## src/sdpf_pkg.sv

```systemverilog
// constants, record layout and state type for the data page formatter
package sdpf_pkg;
   // ==========================================================
   // task file addresses
   localparam logic [8:0] ADDR_ERR  = 9'h1F1;
   localparam logic [8:0] ADDR_FEAT = 9'h1F1;
   localparam logic [8:0] ADDR_SC   = 9'h1F2;
   localparam logic [8:0] ADDR_SN   = 9'h1F3;
   localparam logic [8:0] ADDR_CL   = 9'h1F4;
   localparam logic [8:0] ADDR_CH   = 9'h1F5;
   localparam logic [8:0] ADDR_DH   = 9'h1F6;
   localparam logic [8:0] ADDR_ST   = 9'h1F7;
   localparam logic [8:0] ADDR_CMD  = 9'h1F7;
   // ==========================================================
   // command and subcommand codes, status signatures
   localparam logic [7:0] CMD_SMART    = 8'hB0;
   localparam logic [7:0] SUB_RD_VAL   = 8'hD0;
   localparam logic [7:0] SUB_RD_THR   = 8'hD1;
   localparam logic [7:0] SUB_RET_STAT = 8'hDA;
   localparam logic [7:0] KEY_CL       = 8'h4F;
   localparam logic [7:0] KEY_CH       = 8'hC2;
   localparam logic [7:0] FAIL_CL      = 8'hF4;
   localparam logic [7:0] FAIL_CH      = 8'h2C;
   // ==========================================================
   // status and error bits
   localparam int ST_BSY     = 7;
   localparam int ST_DRDY    = 6;
   localparam int ST_DRQ     = 3;
   localparam int ST_ERR     = 0;
   localparam int ERR_ABRT   = 2;
   localparam int DH_DV_BIT  = 4;
   // ==========================================================
   // page layout
   localparam logic [15:0] FORMAT_VERSION = 16'h0001;
   localparam logic [8:0]  VER_LO       = 9'h000;
   localparam logic [8:0]  VER_HI       = 9'h001;
   localparam logic [8:0]  ENTRY_FIRST  = 9'h002;
   localparam logic [8:0]  ENTRY_LAST   = 9'h169;
   localparam logic [8:0]  CAP_LO       = 9'h170;
   localparam logic [8:0]  PAGE_LAST    = 9'h1FF;
   localparam logic [3:0]  OFS_ID       = 4'h0;
   localparam logic [3:0]  OFS_FLAG_LO  = 4'h1;
   localparam logic [3:0]  OFS_THR      = 4'h1;
   localparam logic [3:0]  OFS_CUR      = 4'h3;
   localparam logic [3:0]  OFS_WORST    = 4'h4;
   localparam logic [3:0]  OFS_RAW_LO   = 4'h5;
   localparam logic [3:0]  OFS_RAW_HI   = 4'hA;
   localparam logic [3:0]  OFS_LAST     = 4'hB;
   localparam logic [4:0]  NUM_ENTRIES  = 5'h1E;
   localparam logic [4:0]  LAST_ENTRY   = 5'h1D;
   localparam logic [7:0]  VAL_MIN      = 8'h01;
   localparam logic [7:0]  VAL_MAX      = 8'h64;
   // ==========================================================
   // attribute record held in the record memory
   localparam int REC_ID    = 0;
   localparam int REC_FLAG  = 8;
   localparam int REC_CUR   = 9;
   localparam int REC_WORST = 17;
   localparam int REC_RAW   = 25;
   localparam int REC_THR   = 73;
   localparam int REC_W     = 81;
   localparam int RAM_AW    = 5;
   localparam logic [1:0] BUF_DEPTH = 2'h2;
   // ==========================================================
   // controller states
   typedef enum logic [3:0] {
      S_IDLE     = 4'h0,
      S_SAVE     = 4'h1,
      S_SCAN_RD  = 4'h2,
      S_SCAN_CHK = 4'h3,
      S_GEN      = 4'h4,
      S_LOAD     = 4'h5,
      S_DRAIN    = 4'h6,
      S_UPD_RD   = 4'h7,
      S_UPD_WR   = 4'h8
   } sdpf_state_t;
endpackage

```

## src/sdpf_rec_ram.sv

```systemverilog
// attribute record memory with registered read data
`timescale 1ns/1ns
module sdpf_rec_ram #(
   parameter int W  = 81,
   parameter int AW = 5
) (
   // clock and reset
   input  wire logic          clk,
   input  wire logic          arst_n,
   // write side
   input  wire logic          wr_en,
   input  wire logic [AW-1:0] wr_addr,
   input  wire logic [W-1:0]  wr_data,
   // read side
   input  wire logic          rd_en,
   input  wire logic [AW-1:0] rd_addr,
   output logic      [W-1:0]  rd_data
);
   logic [W-1:0] mem [0:(1<<AW)-1];

   always_ff @(posedge clk) begin
      if (wr_en) begin
         mem[wr_addr] <= wr_data;
      end
   end

   // read data hold until the next read
   always_ff @(posedge clk or negedge arst_n) begin
      if (!arst_n) begin
         rd_data <= '0;
      end else if (rd_en) begin
         rd_data <= mem[rd_addr];
      end
   end
endmodule

```

## src/sdpf_formatter.sv

```systemverilog
// failure-prediction data page formatter behind the task file
// ==========================================================
// Function
// [RULE_01] subcommand D0h returns the 512-byte attribute value page
// [RULE_02] subcommand D1h returns the 512-byte threshold page
// [RULE_03] bytes 00-01 of both pages carry the same format version
// [RULE_04] version is one constant, changed only when the layout changes
// [RULE_05] entry 1 at 02-0D: id, flags, current, worst, raw, reserved
// [RULE_06] entries 2 to 30 repeat the twelve-byte layout up to 169
// [RULE_07] attribute page: reserved, capability word at 170, reserved, vendor bytes
// [RULE_08] byte 1FF is two's complement of the sum of bytes 0 to 1FE
// [RULE_09] threshold entry: id at 02, threshold at 03, rest reserved; tail layout
// [RULE_10] id 0 marks unused entry; other ids are stored as given
// [RULE_11] status flag bit 0 tells how a threshold crossing reads; others zero
// [RULE_12] current value is clamped to 01h through 64h; lower is worse
// [RULE_13] normal only while current value is strictly above its threshold
// [RULE_14] worst byte keeps the lowest value seen, updated when worse
// [RULE_15] raw field keeps the unnormalized collected data
// [RULE_16] capability bit 0 reports save before power saving
// [RULE_17] capability bit 1 reports automatic save; bits 2-15 zero
// [RULE_18] host judges failure by comparing values with thresholds
// [RULE_19] return status loads 4Fh/C2h when healthy, F4h/2Ch otherwise
// [RULE_20] value read first saves under busy, then transfers the page
// [RULE_21] multi-byte fields are placed low byte first
`timescale 1ns/1ns
module sdpf_formatter #(
   parameter logic DRIVE_SEL = 1'b0
) (
   // clock and reset
   input  wire logic        clk,
   input  wire logic        arst_n,
   // task file access
   input  wire logic [8:0]  tf_addr,
   input  wire logic        tf_wr,
   input  wire logic        tf_rd,
   input  wire logic [7:0]  tf_wdata,
   output logic      [7:0]  tf_rdata_r,
   // page data stream to the host
   output logic             pio_valid,
   input  wire logic        pio_ready,
   output logic      [15:0] pio_data,
   // attribute collection and configuration
   input  wire logic        upd_valid,
   output logic             upd_ready,
   input  wire logic        upd_cfg,
   input  wire logic [4:0]  upd_index,
   input  wire logic [7:0]  upd_id,
   input  wire logic        upd_flag,
   input  wire logic [7:0]  upd_thr,
   input  wire logic [7:0]  upd_value,
   input  wire logic [47:0] upd_raw,
   // media save handshake
   output logic             save_req,
   input  wire logic        save_done,
   // capability straps
   input  wire logic        cap_save_powersave,
   input  wire logic        cap_autosave
);
   // ==========================================================
   // helpers
   function automatic logic in_entry(input logic [8:0] idx);
      in_entry = (idx >= sdpf_pkg::ENTRY_FIRST) && (idx <= sdpf_pkg::ENTRY_LAST);
   endfunction

   function automatic logic [7:0] clamp_val(input logic [7:0] v);
      if (v < sdpf_pkg::VAL_MIN) begin
         clamp_val = sdpf_pkg::VAL_MIN;
      end else if (v > sdpf_pkg::VAL_MAX) begin
         clamp_val = sdpf_pkg::VAL_MAX;
      end else begin
         clamp_val = v;
      end
   endfunction

   function automatic logic entry_fails(input logic [sdpf_pkg::REC_W-1:0] rec);
      logic [7:0] id;
      logic [7:0] cur;
      logic [7:0] thr;
      id  = rec[sdpf_pkg::REC_ID +: 8];
      cur = rec[sdpf_pkg::REC_CUR +: 8];
      thr = rec[sdpf_pkg::REC_THR +: 8];
      entry_fails = (id != 8'h00) && (cur <= thr); // RULE_13
   endfunction

   function automatic logic [7:0] page_byte(
      input logic                        thr_page,
      input logic [8:0]                  idx,
      input logic [3:0]                  ofs,
      input logic [sdpf_pkg::REC_W-1:0]  rec,
      input logic [1:0]                  cap,
      input logic [7:0]                  sum
   );
      logic [7:0] b;
      int         k;
      b = 8'h00;
      k = 0;
      if (idx == sdpf_pkg::VER_LO) begin
         b = sdpf_pkg::FORMAT_VERSION[7:0]; // RULE_03 RULE_04 RULE_21
      end else if (idx == sdpf_pkg::VER_HI) begin
         b = sdpf_pkg::FORMAT_VERSION[15:8]; // RULE_03 RULE_04
      end else if (in_entry(idx)) begin
         if (thr_page) begin
            if (ofs == sdpf_pkg::OFS_ID) begin
               b = rec[sdpf_pkg::REC_ID +: 8]; // RULE_09 RULE_10
            end else if (ofs == sdpf_pkg::OFS_THR) begin
               b = rec[sdpf_pkg::REC_THR +: 8]; // RULE_09
            end
         end else begin
            if (ofs == sdpf_pkg::OFS_ID) begin
               b = rec[sdpf_pkg::REC_ID +: 8]; // RULE_05 RULE_10
            end else if (ofs == sdpf_pkg::OFS_FLAG_LO) begin
               b = {7'h00, rec[sdpf_pkg::REC_FLAG]}; // RULE_11 RULE_21
            end else if (ofs == sdpf_pkg::OFS_CUR) begin
               b = rec[sdpf_pkg::REC_CUR +: 8]; // RULE_05
            end else if (ofs == sdpf_pkg::OFS_WORST) begin
               b = rec[sdpf_pkg::REC_WORST +: 8]; // RULE_05
            end else if (ofs >= sdpf_pkg::OFS_RAW_LO && ofs <= sdpf_pkg::OFS_RAW_HI) begin
               k = 8 * (int'(ofs) - int'(sdpf_pkg::OFS_RAW_LO));
               b = rec[sdpf_pkg::REC_RAW + k +: 8]; // RULE_15 RULE_21
            end
         end
      end else if (!thr_page && idx == sdpf_pkg::CAP_LO) begin
         b = {6'h00, cap}; // RULE_07 RULE_16 RULE_17
      end else if (idx == sdpf_pkg::PAGE_LAST) begin
         b = 8'h00 - sum; // RULE_08
      end
      page_byte = b;
   endfunction

   // ==========================================================
   // declarations
   sdpf_pkg::sdpf_state_t state_r;
   logic [7:0]  sc_r;
   logic [7:0]  sn_r;
   logic [7:0]  cl_r;
   logic [7:0]  ch_r;
   logic [7:0]  dh_r;
   logic [7:0]  feat_r;
   logic [7:0]  err_r;
   logic        st_err_r;
   logic        thr_page_r;
   logic        stat_mode_r;
   logic        fail_r;
   logic        loaded_r;
   logic [8:0]  byte_r;
   logic [3:0]  ofs_r;
   logic [4:0]  ent_r;
   logic [7:0]  sum_r;
   logic [7:0]  lo_r;
   logic        h_cfg_r;
   logic [4:0]  h_idx_r;
   logic [7:0]  h_id_r;
   logic        h_flag_r;
   logic [7:0]  h_thr_r;
   logic [7:0]  h_val_r;
   logic [47:0] h_raw_r;
   logic [15:0] buf_mem [0:1];
   logic        buf_wp_r;
   logic        buf_rp_r;
   logic [1:0]  buf_cnt_r;
   logic [sdpf_pkg::REC_W-1:0] ram_rdata;
   logic [sdpf_pkg::REC_W-1:0] new_rec;
   logic        xfer;
   logic        bsy;
   logic [7:0]  status;
   logic        cmd_take;
   logic        cmd_ok;
   logic        tf_idle_wr;
   logic        need_load;
   logic        buf_in_ready;
   logic        byte_go;
   logic        buf_push;
   logic        buf_pop;
   logic [7:0]  cur_byte;
   logic        stat_done;
   logic        stat_fail;
   logic        ram_rd_en;
   logic        ram_wr_en;
   logic [4:0]  ram_rd_addr;
   logic [7:0]  clamped;
   logic [7:0]  old_worst;

   // ==========================================================
   // command decode and status
   assign xfer       = (state_r == sdpf_pkg::S_GEN) || (state_r == sdpf_pkg::S_LOAD) ||
                       (state_r == sdpf_pkg::S_DRAIN);
   assign bsy        = (state_r != sdpf_pkg::S_IDLE) && !xfer; // RULE_20
   assign status     = {bsy, !bsy, 2'h0, xfer, 2'h0, st_err_r};
   assign tf_idle_wr = tf_wr && (state_r == sdpf_pkg::S_IDLE);
   assign cmd_take   = tf_idle_wr && (tf_addr == sdpf_pkg::ADDR_CMD) &&
                       (dh_r[sdpf_pkg::DH_DV_BIT] == DRIVE_SEL);
   assign cmd_ok     = (tf_wdata == sdpf_pkg::CMD_SMART) && (cl_r == sdpf_pkg::KEY_CL) &&
                       (ch_r == sdpf_pkg::KEY_CH) &&
                       ((feat_r == sdpf_pkg::SUB_RD_VAL) || (feat_r == sdpf_pkg::SUB_RD_THR) ||
                        (feat_r == sdpf_pkg::SUB_RET_STAT));
   assign upd_ready  = (state_r == sdpf_pkg::S_IDLE) && !cmd_take;
   assign save_req   = (state_r == sdpf_pkg::S_SAVE); // RULE_20
   assign stat_done  = (state_r == sdpf_pkg::S_SCAN_CHK) && (ent_r == sdpf_pkg::LAST_ENTRY);
   assign stat_fail  = fail_r || entry_fails(ram_rdata);

   // ==========================================================
   // page generation datapath
   assign need_load    = in_entry(byte_r) && !loaded_r;
   assign buf_in_ready = (buf_cnt_r != sdpf_pkg::BUF_DEPTH);
   assign byte_go      = (state_r == sdpf_pkg::S_GEN) && !need_load &&
                         (!byte_r[0] || buf_in_ready);
   assign buf_push     = byte_go && byte_r[0];
   assign buf_pop      = pio_valid && pio_ready;
   assign cur_byte     = page_byte(thr_page_r, byte_r, ofs_r, ram_rdata,
                                   {cap_autosave, cap_save_powersave}, sum_r);

   // ==========================================================
   // record memory access
   assign ram_rd_en   = (state_r == sdpf_pkg::S_LOAD) || (state_r == sdpf_pkg::S_SCAN_RD) ||
                        (state_r == sdpf_pkg::S_UPD_RD);
   assign ram_rd_addr = (state_r == sdpf_pkg::S_UPD_RD) ? h_idx_r : ent_r;
   assign ram_wr_en   = (state_r == sdpf_pkg::S_UPD_WR);
   assign clamped     = clamp_val(h_val_r); // RULE_12
   assign old_worst   = ram_rdata[sdpf_pkg::REC_WORST +: 8];

   always_comb begin
      new_rec = ram_rdata;
      if (h_cfg_r) begin
         new_rec[sdpf_pkg::REC_ID +: 8]    = h_id_r; // RULE_10
         new_rec[sdpf_pkg::REC_FLAG]       = h_flag_r; // RULE_11
         new_rec[sdpf_pkg::REC_THR +: 8]   = h_thr_r;
         new_rec[sdpf_pkg::REC_CUR +: 8]   = sdpf_pkg::VAL_MAX;
         new_rec[sdpf_pkg::REC_WORST +: 8] = sdpf_pkg::VAL_MAX;
         new_rec[sdpf_pkg::REC_RAW +: 48]  = 48'h000000000000;
      end else begin
         new_rec[sdpf_pkg::REC_CUR +: 8]   = clamped; // RULE_12
         new_rec[sdpf_pkg::REC_WORST +: 8] = clamped < old_worst ? clamped : old_worst; // RULE_14
         new_rec[sdpf_pkg::REC_RAW +: 48]  = h_raw_r; // RULE_15
      end
   end

   sdpf_rec_ram #(
      .W  (sdpf_pkg::REC_W),
      .AW (sdpf_pkg::RAM_AW)
   ) u_ram (
      .clk     (clk),
      .arst_n  (arst_n),
      .wr_en   (ram_wr_en),
      .wr_addr (h_idx_r),
      .wr_data (new_rec),
      .rd_en   (ram_rd_en),
      .rd_addr (ram_rd_addr),
      .rd_data (ram_rdata)
   );

   // ==========================================================
   // task file registers
   always_ff @(posedge clk or negedge arst_n) begin
      if (!arst_n) begin
         sc_r     <= 8'h00;
         sn_r     <= 8'h00;
         cl_r     <= 8'h00;
         ch_r     <= 8'h00;
         dh_r     <= 8'h00;
         feat_r   <= 8'h00;
         err_r    <= 8'h00;
         st_err_r <= 1'b0;
      end else begin
         if (tf_idle_wr) begin
            case (tf_addr)
               sdpf_pkg::ADDR_FEAT: feat_r <= tf_wdata;
               sdpf_pkg::ADDR_SC:   sc_r   <= tf_wdata;
               sdpf_pkg::ADDR_SN:   sn_r   <= tf_wdata;
               sdpf_pkg::ADDR_CL:   cl_r   <= tf_wdata;
               sdpf_pkg::ADDR_CH:   ch_r   <= tf_wdata;
               sdpf_pkg::ADDR_DH:   dh_r   <= tf_wdata;
               default: begin
               end
            endcase
         end
         if (cmd_take) begin
            err_r    <= cmd_ok ? 8'h00 : (8'h01 << sdpf_pkg::ERR_ABRT);
            st_err_r <= !cmd_ok;
         end
         if (stat_done) begin
            cl_r <= stat_fail ? sdpf_pkg::FAIL_CL : sdpf_pkg::KEY_CL; // RULE_19
            ch_r <= stat_fail ? sdpf_pkg::FAIL_CH : sdpf_pkg::KEY_CH; // RULE_19
         end
      end
   end

   // read answer one cycle after the strobe
   always_ff @(posedge clk or negedge arst_n) begin
      if (!arst_n) begin
         tf_rdata_r <= 8'h00;
      end else if (tf_rd) begin
         case (tf_addr)
            sdpf_pkg::ADDR_ERR: tf_rdata_r <= err_r;
            sdpf_pkg::ADDR_SC:  tf_rdata_r <= sc_r;
            sdpf_pkg::ADDR_SN:  tf_rdata_r <= sn_r;
            sdpf_pkg::ADDR_CL:  tf_rdata_r <= cl_r;
            sdpf_pkg::ADDR_CH:  tf_rdata_r <= ch_r;
            sdpf_pkg::ADDR_DH:  tf_rdata_r <= dh_r;
            sdpf_pkg::ADDR_ST:  tf_rdata_r <= status;
            default:            tf_rdata_r <= 8'h00;
         endcase
      end
   end

   // ==========================================================
   // controller
   always_ff @(posedge clk or negedge arst_n) begin
      if (!arst_n) begin
         state_r     <= sdpf_pkg::S_IDLE;
         thr_page_r  <= 1'b0;
         stat_mode_r <= 1'b0;
         fail_r      <= 1'b0;
         loaded_r    <= 1'b0;
         byte_r      <= 9'h000;
         ofs_r       <= 4'h0;
         ent_r       <= 5'h00;
         sum_r       <= 8'h00;
      end else begin
         case (state_r)
            sdpf_pkg::S_IDLE: begin
               if (cmd_take && cmd_ok) begin
                  thr_page_r  <= (feat_r == sdpf_pkg::SUB_RD_THR);
                  stat_mode_r <= (feat_r == sdpf_pkg::SUB_RET_STAT);
                  fail_r      <= 1'b0;
                  loaded_r    <= 1'b0;
                  byte_r      <= 9'h000;
                  ofs_r       <= 4'h0;
                  ent_r       <= 5'h00;
                  sum_r       <= 8'h00;
                  if (feat_r == sdpf_pkg::SUB_RD_THR) begin
                     state_r <= sdpf_pkg::S_GEN; // RULE_02
                  end else begin
                     state_r <= sdpf_pkg::S_SAVE; // RULE_20
                  end
               end else if (upd_valid && upd_ready && upd_index < sdpf_pkg::NUM_ENTRIES) begin
                  state_r <= sdpf_pkg::S_UPD_RD;
               end
            end
            sdpf_pkg::S_SAVE: begin
               if (save_done) begin
                  state_r <= stat_mode_r ? sdpf_pkg::S_SCAN_RD : sdpf_pkg::S_GEN; // RULE_01
               end
            end
            sdpf_pkg::S_SCAN_RD: begin
               state_r <= sdpf_pkg::S_SCAN_CHK;
            end
            sdpf_pkg::S_SCAN_CHK: begin
               fail_r <= stat_fail; // RULE_13
               if (ent_r == sdpf_pkg::LAST_ENTRY) begin
                  state_r <= sdpf_pkg::S_IDLE;
               end else begin
                  ent_r   <= ent_r + 5'h01;
                  state_r <= sdpf_pkg::S_SCAN_RD;
               end
            end
            sdpf_pkg::S_GEN: begin
               if (need_load) begin
                  state_r <= sdpf_pkg::S_LOAD;
               end else if (byte_go) begin
                  sum_r  <= sum_r + cur_byte; // RULE_08
                  byte_r <= byte_r + 9'h001;
                  if (in_entry(byte_r)) begin
                     if (ofs_r == sdpf_pkg::OFS_LAST) begin
                        ofs_r    <= 4'h0; // RULE_06
                        ent_r    <= ent_r + 5'h01;
                        loaded_r <= 1'b0;
                     end else begin
                        ofs_r <= ofs_r + 4'h1;
                     end
                  end
                  if (byte_r == sdpf_pkg::PAGE_LAST) begin
                     state_r <= sdpf_pkg::S_DRAIN;
                  end
               end
            end
            sdpf_pkg::S_LOAD: begin
               loaded_r <= 1'b1;
               state_r  <= sdpf_pkg::S_GEN;
            end
            sdpf_pkg::S_DRAIN: begin
               if (buf_cnt_r == 2'h0) begin
                  state_r <= sdpf_pkg::S_IDLE;
               end
            end
            sdpf_pkg::S_UPD_RD: begin
               state_r <= sdpf_pkg::S_UPD_WR;
            end
            sdpf_pkg::S_UPD_WR: begin
               state_r <= sdpf_pkg::S_IDLE;
            end
            default: begin
               state_r <= sdpf_pkg::S_IDLE;
            end
         endcase
      end
   end

   // update request hold
   always_ff @(posedge clk or negedge arst_n) begin
      if (!arst_n) begin
         h_cfg_r  <= 1'b0;
         h_idx_r  <= 5'h00;
         h_id_r   <= 8'h00;
         h_flag_r <= 1'b0;
         h_thr_r  <= 8'h00;
         h_val_r  <= 8'h00;
         h_raw_r  <= 48'h000000000000;
      end else if (upd_valid && upd_ready) begin
         h_cfg_r  <= upd_cfg;
         h_idx_r  <= upd_index;
         h_id_r   <= upd_id;
         h_flag_r <= upd_flag;
         h_thr_r  <= upd_thr;
         h_val_r  <= upd_value;
         h_raw_r  <= upd_raw;
      end
   end

   // ==========================================================
   // byte pairing and two-entry output buffer
   always_ff @(posedge clk or negedge arst_n) begin
      if (!arst_n) begin
         lo_r <= 8'h00;
      end else if (byte_go && !byte_r[0]) begin
         lo_r <= cur_byte; // RULE_21
      end
   end

   always_ff @(posedge clk) begin
      if (buf_push) begin
         buf_mem[buf_wp_r] <= {cur_byte, lo_r};
      end
   end

   always_ff @(posedge clk or negedge arst_n) begin
      if (!arst_n) begin
         buf_wp_r  <= 1'b0;
         buf_rp_r  <= 1'b0;
         buf_cnt_r <= 2'h0;
      end else begin
         if (buf_push) begin
            buf_wp_r <= !buf_wp_r;
         end
         if (buf_pop) begin
            buf_rp_r <= !buf_rp_r;
         end
         if (buf_push && !buf_pop) begin
            buf_cnt_r <= buf_cnt_r + 2'h1;
         end else if (buf_pop && !buf_push) begin
            buf_cnt_r <= buf_cnt_r - 2'h1;
         end
      end
   end

   assign pio_valid = (buf_cnt_r != 2'h0);
   assign pio_data  = pio_valid ? buf_mem[buf_rp_r] : 16'h0000;
endmodule

```

## config.mk

```make
export PLATFORM = sky130hd
export DESIGN_NAME = sdpf_formatter
export DESIGN_NICKNAME = d
export VERILOG_FILES = /design/src/sdpf_pkg.sv /design/src/sdpf_rec_ram.sv /design/src/sdpf_formatter.sv
export SDC_FILE = /design/constraint.sdc
export NUM_CORES = 2
export LEC_CHECK = 0
export BUFFER_PORTS_ARGS = -buffer_cell sky130_fd_sc_hd__buf_2
export CORE_ASPECT_RATIO = 1.4
export CORE_MARGIN = 3
export CORE_UTILIZATION = 60
export DETAILED_ROUTE_END_ITERATION = 8
export PLACE_DENSITY = 0.83
export SETUP_SLACK_MARGIN = 0.15
export SYNTH_ARGS = -nofsm -noshare
export SYNTH_HDL_FRONTEND = slang
export SYNTH_SLANG_ARGS = --single-unit
```

## constraint.sdc

```tcl
create_clock -name clk -period 16.3 [get_ports clk]
set_clock_uncertainty 0.1 [all_clocks]
set_input_delay 0.815 -clock clk [delete_from_list [all_inputs] [get_ports clk]]
set_output_delay 0.815 -clock clk [all_outputs]
set_load 0.005 [all_outputs]
```

# [After elaboration in Yosys (flattened, before gate mapping)]
# Memory sizes are Yosys's and may differ from the RTL's. A register that Yosys moved wholly into a read port is not among the register bits.
# Index checks and enable logic that the tools add are counted.
[op_classes] eq_ne=41 n_mux=76 n_shift=1 order_cmp=9 n_reduce_logical=73 n_bitwise=1 addsub=9
[ops] operator="8-bit 2-to-1 mux" n=28
[ops] operator="9-bit equality test (second input constant)" n=9
[ops] operator="81-bit by 9-bit variable part select with 8-bit output" n=1
[ops] operator="64-bit 2-to-1 mux" n=1
[ops] operator="8-bit case mux with 7 select lines" n=1
[ops] operator="4-bit 2-to-1 mux" n=12
[ops] operator="8-bit equality test (second input constant)" n=5
[ops] operator="9-bit 2-to-1 mux" n=4
[ops] operator="5-bit 2-to-1 mux" n=7
[ops] operator="4-bit case mux with 8 select lines" n=1
[ops] operator="1-bit logical AND" n=24
[ops] operator="4-bit by 3-bit equality test with 1-bit output (second input constant)" n=5
[ops] operator="9-bit case mux with 2 select lines" n=1
[ops] operator="16-bit 2-to-1 mux" n=1
[ops] operator="8-bit case mux with 2 select lines" n=1
[ops] operator="2-bit AND reduction" n=8
[ops] operator="5-bit case mux with 3 select lines" n=1
[ops] operator="2-bit nonzero test" n=7
[ops] operator="1-bit zero test" n=13
[ops] operator="4-bit by 2-bit equality test with 1-bit output (second input constant)" n=3
[ops] operator="2-bit by 1-bit != test with 1-bit output (second input constant)" n=5
[ops] operator="5-bit AND reduction" n=2
[ops] operator="6-bit by 8-bit adder with 9-bit output (first input constant)" n=1
[ops] operator="9-bit by 1-bit adder with 9-bit output (second input constant)" n=1
[ops] operator="other kinds (42)" n=68
[word_totals] mem_bits_rw=2624 regBits=190 memories=2 output_inout_bits=27 inputBits=105 elab_cells=241
[mem_list] memory="u_ram.mem" depth=32 width=81 read_ports=1 rd_clocked_by_memory_dff=1 write_ports=1 line="sdpf_rec_ram.sv:19" source="logic [W-1:0] mem [0:(1<<AW)-1];"
[mem_list] memory="buf_mem" depth=2 width=16 read_ports=1 rd_clocked_by_memory_dff=0 write_ports=1 line="sdpf_formatter.sv:157" source="logic [15:0] buf_mem [0:1];"

# [Logic depth before layout (Yosys ltp)]
[logic_depth] word_depth=16 ltp_mapped=23 ltp_nobuf=18

# [Modules after synthesis]
# Synthesis repeated with hierarchy kept, for this count alone.
[hier_totals] hier_cells=5623 hier_area_um2=113004.6
[modules_own_cells] mod="sdpf_rec_ram" cells_each=4432 instances=1 seq_area_each_um2=79861.6 area_per_inst_um2=100561.4
[modules_own_cells] mod="sdpf_formatter" cells_each=1191 instances=1 seq_area_each_um2=5515.3 area_per_inst_um2=12443.2

# [Worst setup path after synthesis]
# No wires, ideal clock.
[synth_timing] path_type="register to register" start="register state_r[1]" end="memory u_ram.mem[12][0] (enable)" arrival_ns=4.797 n_path_buf=2 required_ns=15.679 setup_ns=0.521 path_stages_with_launch=7 path_slack_ns=10.881 period_less_slack_ns=5.419 cell_sequence="dfrtp_1 > clkbuf_1 > nor2_1 > nand3_1 > or3_1 > clkbuf_1 > nor2_1"
[synth_between] elab_chain_len=3
[synth_rtl] item="from (decl)" line="sdpf_formatter.sv:132" source="sdpf_pkg::sdpf_state_t state_r;"
[synth_rtl] item="from (signal assigned)" line="sdpf_formatter.sv:309" source="state_r <= sdpf_pkg::S_IDLE;"
[synth_rtl] item="from (signal assigned)" line="sdpf_formatter.sv:331" source="state_r <= sdpf_pkg::S_GEN;"
[synth_rtl] item="from (signal assigned)" line="sdpf_formatter.sv:333" source="state_r <= sdpf_pkg::S_SAVE;"
[synth_rtl] item="4-bit equality test" line="sdpf_formatter.sv:217" source="assign ram_wr_en = (state_r == sdpf_pkg::S_UPD_WR);"
[synth_rtl] item="1-bit 2-to-1 mux" line="sdpf_rec_ram.sv:22" source="if (wr_en) begin"
[synth_rtl] item="1-bit 2-to-1 mux (not written as such)" line="sdpf_rec_ram.sv:23" source="mem[wr_addr] <= wr_data;"
[synth_rtl] item="to (decl)" line="sdpf_rec_ram.sv:19"
# No other way between the ends.

# [Final worst setup path]
[layout_timing] start="register ofs_r[0]" end="register sum_r[7]"
[layout_between] elab_chain_len=16 elab_cells_between_ends=25 classes_between="add/sub (3); order compare (2); eq/ne (3); shift (1); mux (14); reduce/logical (2)"
[layout_rtl] item="from (decl)" line="sdpf_formatter.sv:146" source="logic [3:0] ofs_r;"
[layout_rtl] item="from (signal assigned)" line="sdpf_formatter.sv:368" source="ofs_r <= ofs_r + 4'h1;"
[layout_rtl] item="4-bit by 3-bit subtractor with 5-bit output" line="sdpf_formatter.sv:118" source="k = 8 * (int'(ofs) - int'(sdpf_pkg::OFS_RAW_LO));"
[layout_rtl] item="6-bit by 8-bit adder with 9-bit output" line="sdpf_formatter.sv:119" source="b = rec[sdpf_pkg::REC_RAW + k +: 8];"
[layout_rtl] item="81-bit by 9-bit variable part select with 8-bit output" line="sdpf_formatter.sv:119"
[layout_rtl] item="8-bit 2-to-1 mux" line="sdpf_formatter.sv:117" source="end else if (ofs >= sdpf_pkg::OFS_RAW_LO && ofs <= sdpf_pkg::OFS_RAW_HI) begin"
[layout_rtl] item="8-bit 2-to-1 mux" line="sdpf_formatter.sv:115" source="end else if (ofs == sdpf_pkg::OFS_WORST) begin"
[layout_rtl] item="8-bit 2-to-1 mux" line="sdpf_formatter.sv:113" source="end else if (ofs == sdpf_pkg::OFS_CUR) begin"
[layout_rtl] item="8-bit 2-to-1 mux" line="sdpf_formatter.sv:111" source="end else if (ofs == sdpf_pkg::OFS_FLAG_LO) begin"
[layout_rtl] item="8-bit 2-to-1 mux" line="sdpf_formatter.sv:109" source="if (ofs == sdpf_pkg::OFS_ID) begin"
[layout_rtl] item="8-bit 2-to-1 mux (*)" line="sdpf_formatter.sv:102" source="if (thr_page) begin"
[layout_rtl] item="8-bit 2-to-1 mux (*)" line="sdpf_formatter.sv:101" source="end else if (in_entry(idx)) begin"
[layout_rtl] item="8-bit 2-to-1 mux (*)" line="sdpf_formatter.sv:99" source="end else if (idx == sdpf_pkg::VER_HI) begin"
[layout_rtl] item="8-bit 2-to-1 mux (*)" line="sdpf_formatter.sv:97" source="if (idx == sdpf_pkg::VER_LO) begin"
[layout_rtl] item="named net cur_byte[2]" line="sdpf_formatter.sv:174" source="logic [7:0] cur_byte;"
[layout_rtl] item="8-bit adder (*)" line="sdpf_formatter.sv:360" source="sum_r <= sum_r + cur_byte;"
[layout_rtl] item="8-bit 2-to-1 mux (*)" line="sdpf_formatter.sv:359" source="end else if (byte_go) begin"
[layout_rtl] item="8-bit 2-to-1 mux (*)" line="sdpf_formatter.sv:357" source="if (need_load) begin"
[layout_rtl] item="8-bit case mux with 2 select lines (*)" line="sdpf_formatter.sv:319" source="case (state_r)"
[layout_rtl] item="to (signal assigned)" line="sdpf_formatter.sv:360"
[layout_rtl] item="to (decl)" line="sdpf_formatter.sv:148" source="logic [7:0] sum_r;"
# The timed path passes the listed nets; every way through them passes the cells marked *. The select of a mux whose other input is x is not followed.
# A chain may end at the register's enable or synchronous reset.

==> metrics.md <==
| Metric | Value |
|---|---|
| Status | finished, final reports clean |
| Core footprint | approximately 0.19 mm^2 |
| Adder-cell share of the synthesized area | less than 1% |
| Port bufs | between 100 and 150 |
| Main flop type after synthesis | edfxtp_1 |
| Post-CTS repair timing setup buffer count | 0 |
| Leak Pwr | ~40 nW |
| Worst vdd ir | approximately 80 uV |
| Worst skew pair latency | roughly 0.86 ns |
| Synth unique cells | 76 |
| DRT iter0 DRCs | around 11000 |
| Power Density | around 120 mW/mm^2 |
| Post-synthesis sequential area ratio | roughly three quarters |
| Max-Slew Margin vs Limit | 6.55% |
| Synth cell count leaders | 2624 x edfxtp_1, 664 x mux4_2, 528 x nand2_1, 263 x dfrtp_1, 200 x mux2i_1 |
| Share of cells above drive strength 1 | between 20% and 30% |
| Sw frac | roughly a fifth |
| # DRC | 0 |
| Post-synthesis mux area share | between 10% and 20% |
| XOR/XNOR Fraction of Synth Area | less than 1% |
| Synth Instances | approximately 5800 |
| Final count of pins violating max slew | 0 |
| Combinational fraction of design power | between 1 and 1.5% |
| Clock sink total | approximately 2900 |
| EDFF count, synth | between 2000 and 3000 |
| Yosys warnings | 0 |
| Post-route minimum period | roughly 6.3 ns |
| FF+latch count, synth | 2887 |
| Die ar. | a little under 0.2 mm^2 |
| Clock share of power | ~43% |
| Most common cell in the netlist | edfxtp_1 |
| Total Neg Setup Slack | 0 ns |
| Ys async rst share | 9.11% |
| Hold path cells | 2 |
| Post-synthesis simple-gate area fraction | between 3 and 4% |
| Final hold slack | 0.0916 ns |
| Sequential Power Share | a little under three fifths |
| Synth top area cells | edfxtp_1 70%, mux4_2 13%, dfrtp_1 5.8% |
| CTS tree | yes |
| Final setup violation count | 0 |
| Filler cells | around 11000 |
| DR WL/cell | between 30 and 40 um |
| Worst-margin pin slew | 1.40 ns |
| Number of global-route vias before repair | between 60000 and 70000 |
| FF-to-FF path depth | 19 |
| Clock Path Buffers | 4 |
| Crit path capture type | flip-flop |
| Slowest cell on crit path | ha_1 |
| Die width | roughly 370 um |
| RSZ-0062 raised after global routing | no |
| RD Place Congestion | between 0.8 and 0.9 |
| Syn-to-layout area delta | 11.3% |
| Max-cap check violation count | 0 |
| Switching power | 0.00292 W |
| WP data required | 16.90 ns |
| Clock transition at path regs | 0.06 ns |
| Final hold vios | 0 |
| CP max FO | 29 |
| Total GRT Usage | ~33% |
| Cell taking the most area after synthesis | edfxtp_1 |
| Min-delay worst type | input port to flip-flop |
| Fmax | between 0.15 and 0.2 GHz |
| Via-per-instance ratio | 7.29 |
| Post-synthesis compound-gate area fraction | under 10% |
| Crit start category | flip-flop |
| Mapped Avg Cell Area | around 20 um^2 |
| Dpl hpwl | 147000 um |
| Starting Density | approximately three fifths |
| DR vias | between 60000 and 70000 |
| Antenna violations before repair | 11 |
| Worst path cell trace | buf_4, inv_1, ha_1, a21oi_1, o21ba_2, a211oi_2, nand3_1, o21ai_0, a222oi_1, a211oi_1, ha_1, nand3_1, o2111ai_1, nor3b_1, mux2i_1, o22ai_1, a211o_1, a2bb2oi_1, o21ai_1 |
| First-pass GRT wire length | ~460000 um |
| Final nets | 6181 |
| Die Height | ~520 um |
| Row count | between 150 and 200 |
| Critical path type | flip-flop to flip-flop |
| Htree depth | 5 |
| Antenna Nets Post-Route | 0 |
| Internal | about 0.012 W |
| Largest net degree at the start of global routing | around 170 |
| Crit path largest cell delay | 1.04 ns |
| Final wirelength | 323000 um |
| CTS Buf Count | between 200 and 300 |
| Largest family of logic cells by synthesized area | multiplexers |
| Fin crit share | 38.4% |
| Top Ports | about 130 |
| Post-CTS sizing | 0 |
| Root buffer cell | clkbuf_16 |
| Total iterations of the first detailed-routing run | 9 |
| Total gr overflow | 0 |
| Synthesized area | around 0.11 mm^2 |
| Top cell type's share of synthesized area | between 60% and 70% |
| Worst path arrival time | around 7 ns |
-- path summary, 6_finish.rpt --
kind                                  to         from  slack, ns
min                          h_raw_r[30]  upd_raw[30]       0.09
min in group asynchronous        sc_r[6]       arst_n       0.48
max                             sum_r[7]     ofs_r[0]      10.04
max in group asynchronous    h_raw_r[10]       arst_n      13.44
max reg2reg                     sum_r[7]     ofs_r[0]      10.04
min reg2reg                buf_mem[0][0]      lo_r[0]       0.37
-- flip-flops by register name (all words and copies together) (netlist names), 9 cells and up --
| name | flops |
|---|---|
| byte_r | 9 |
| buf_mem | 32 |
| u_ram.mem | 2592 |
| h_raw_r | 48 |
| u_ram.rd_data | 81 |
-- stage by stage --
| stage | worst slack [ns] | power [W] | std cells | utilization, % | instance area [um^2] |
|---|---|---|---|---|---|
| after global placement | 10.25 | 0.00841 | 8240 | 62.6 | 118000 |
| after floorplan | 10.88 | 0.00833 | 5795 | - | 113000 |
| after CTS | 10.13 | 0.0146 | 8713 | 67.2 | 126000 |
| final | 10.04 | 0.0146 | 8722 | 67.2 | 126000 |
| after global routing | 9.58 | 0.0149 | 8714 | 67.2 | 126000 |
| after detailed placement | 10.18 | 0.00843 | 8240 | 62.6 | 118000 |
-- timing repair --
item | 4_1_cts | 5_1_grt
setup endpoints to repair | 0 | 0
hold endpoints to repair | 68 | 0
hold buffers | 1 | 0
-- layout make-up --
type | count | area, um^2 | area share, %
Inverter | 47 | 176 | 0.140
Timing Repair Buffer | 284 | 1880 | 1.49
Multi-Input combinational cell | 2553 | 27000 | 21.4
Antenna cell | 9 | 22.5 | 0.0179
Sequential cell | 2887 | 85400 | 67.7
Clock inverter | 115 | 1160 | 0.923
Tap cell | 2470 | 3090 | 2.45
Clock buffer | 357 | 7420 | 5.88
-- power by group through the flow --
stage | sequential, W | clock [W] | combinational [W]
finish | 0.00810 | 0.00631 | 0.000179
global route | 0.00810 | 0.00659 | 0.000194
CTS | 0.00810 | 0.00634 | 0.000174
detailed placement | 0.00826 | 0 | 0.000170
global placement | 0.00826 | 0 | 0.000158
floorplan | 0.00825 | 0 | 0.0000783
-- critical path: cells and delay by family, from the launching register on --
family | cells | cell delay, ns
compound gates | 11 | 3.04
fa+ha+maj | 2 | 1.45
buf+inv | 2 | 0.56
flops | 1 | 0.35
mux | 1 | 0.18
simple gates | 3 | 0.44
-- kinds of logic after synthesis --
group / Yosys count
adder cells (fa/ha/maj): 38
other: 1
flip-flops: 2887
multiplexers: 998
AO/OA/AOI/OAI: 528
AND/OR/NAND/NOR: 930
buffers and inverters: 355
XOR/XNOR: 26
-- layer usage --
metal	GRT usage, %	wire, um	up-vias
li1	-	-	23800
met1	42.3	101000	31900
met2	52.7	154000	6307
met3	8.05	42700	1510
met4	21.5	25400	6
met5	0	30	-
-- placed cells by master, fill, tap and decap left out, types with 13 or more instances in the layout --
cell          n
xnor2_1      13
a31oi_1      16
buf_4       147
nand2b_1     13
a21oi_1     118
mux2_2      131
bufinv_16    21
a22o_1       16
inv_1        47
nor3_1       27
mux2i_1     196
nor2b_2      16
nand3_1     101
ha_1         36
inv_6        13
clkbuf_8     21
clkbuf_16   276
clkinv_2     36
clkinv_1     32
buf_2       130
mux4_2      664
nand2_1     527
edfxtp_1   2624
dfrtp_1     262
nor2b_1      45
nor2_4       32
nor2_1       84
clkbuf_1     60
conb_1       33
o21ai_0     113
o22ai_1      89
o21ai_1      85
Power figures use the tool's default switching activity.
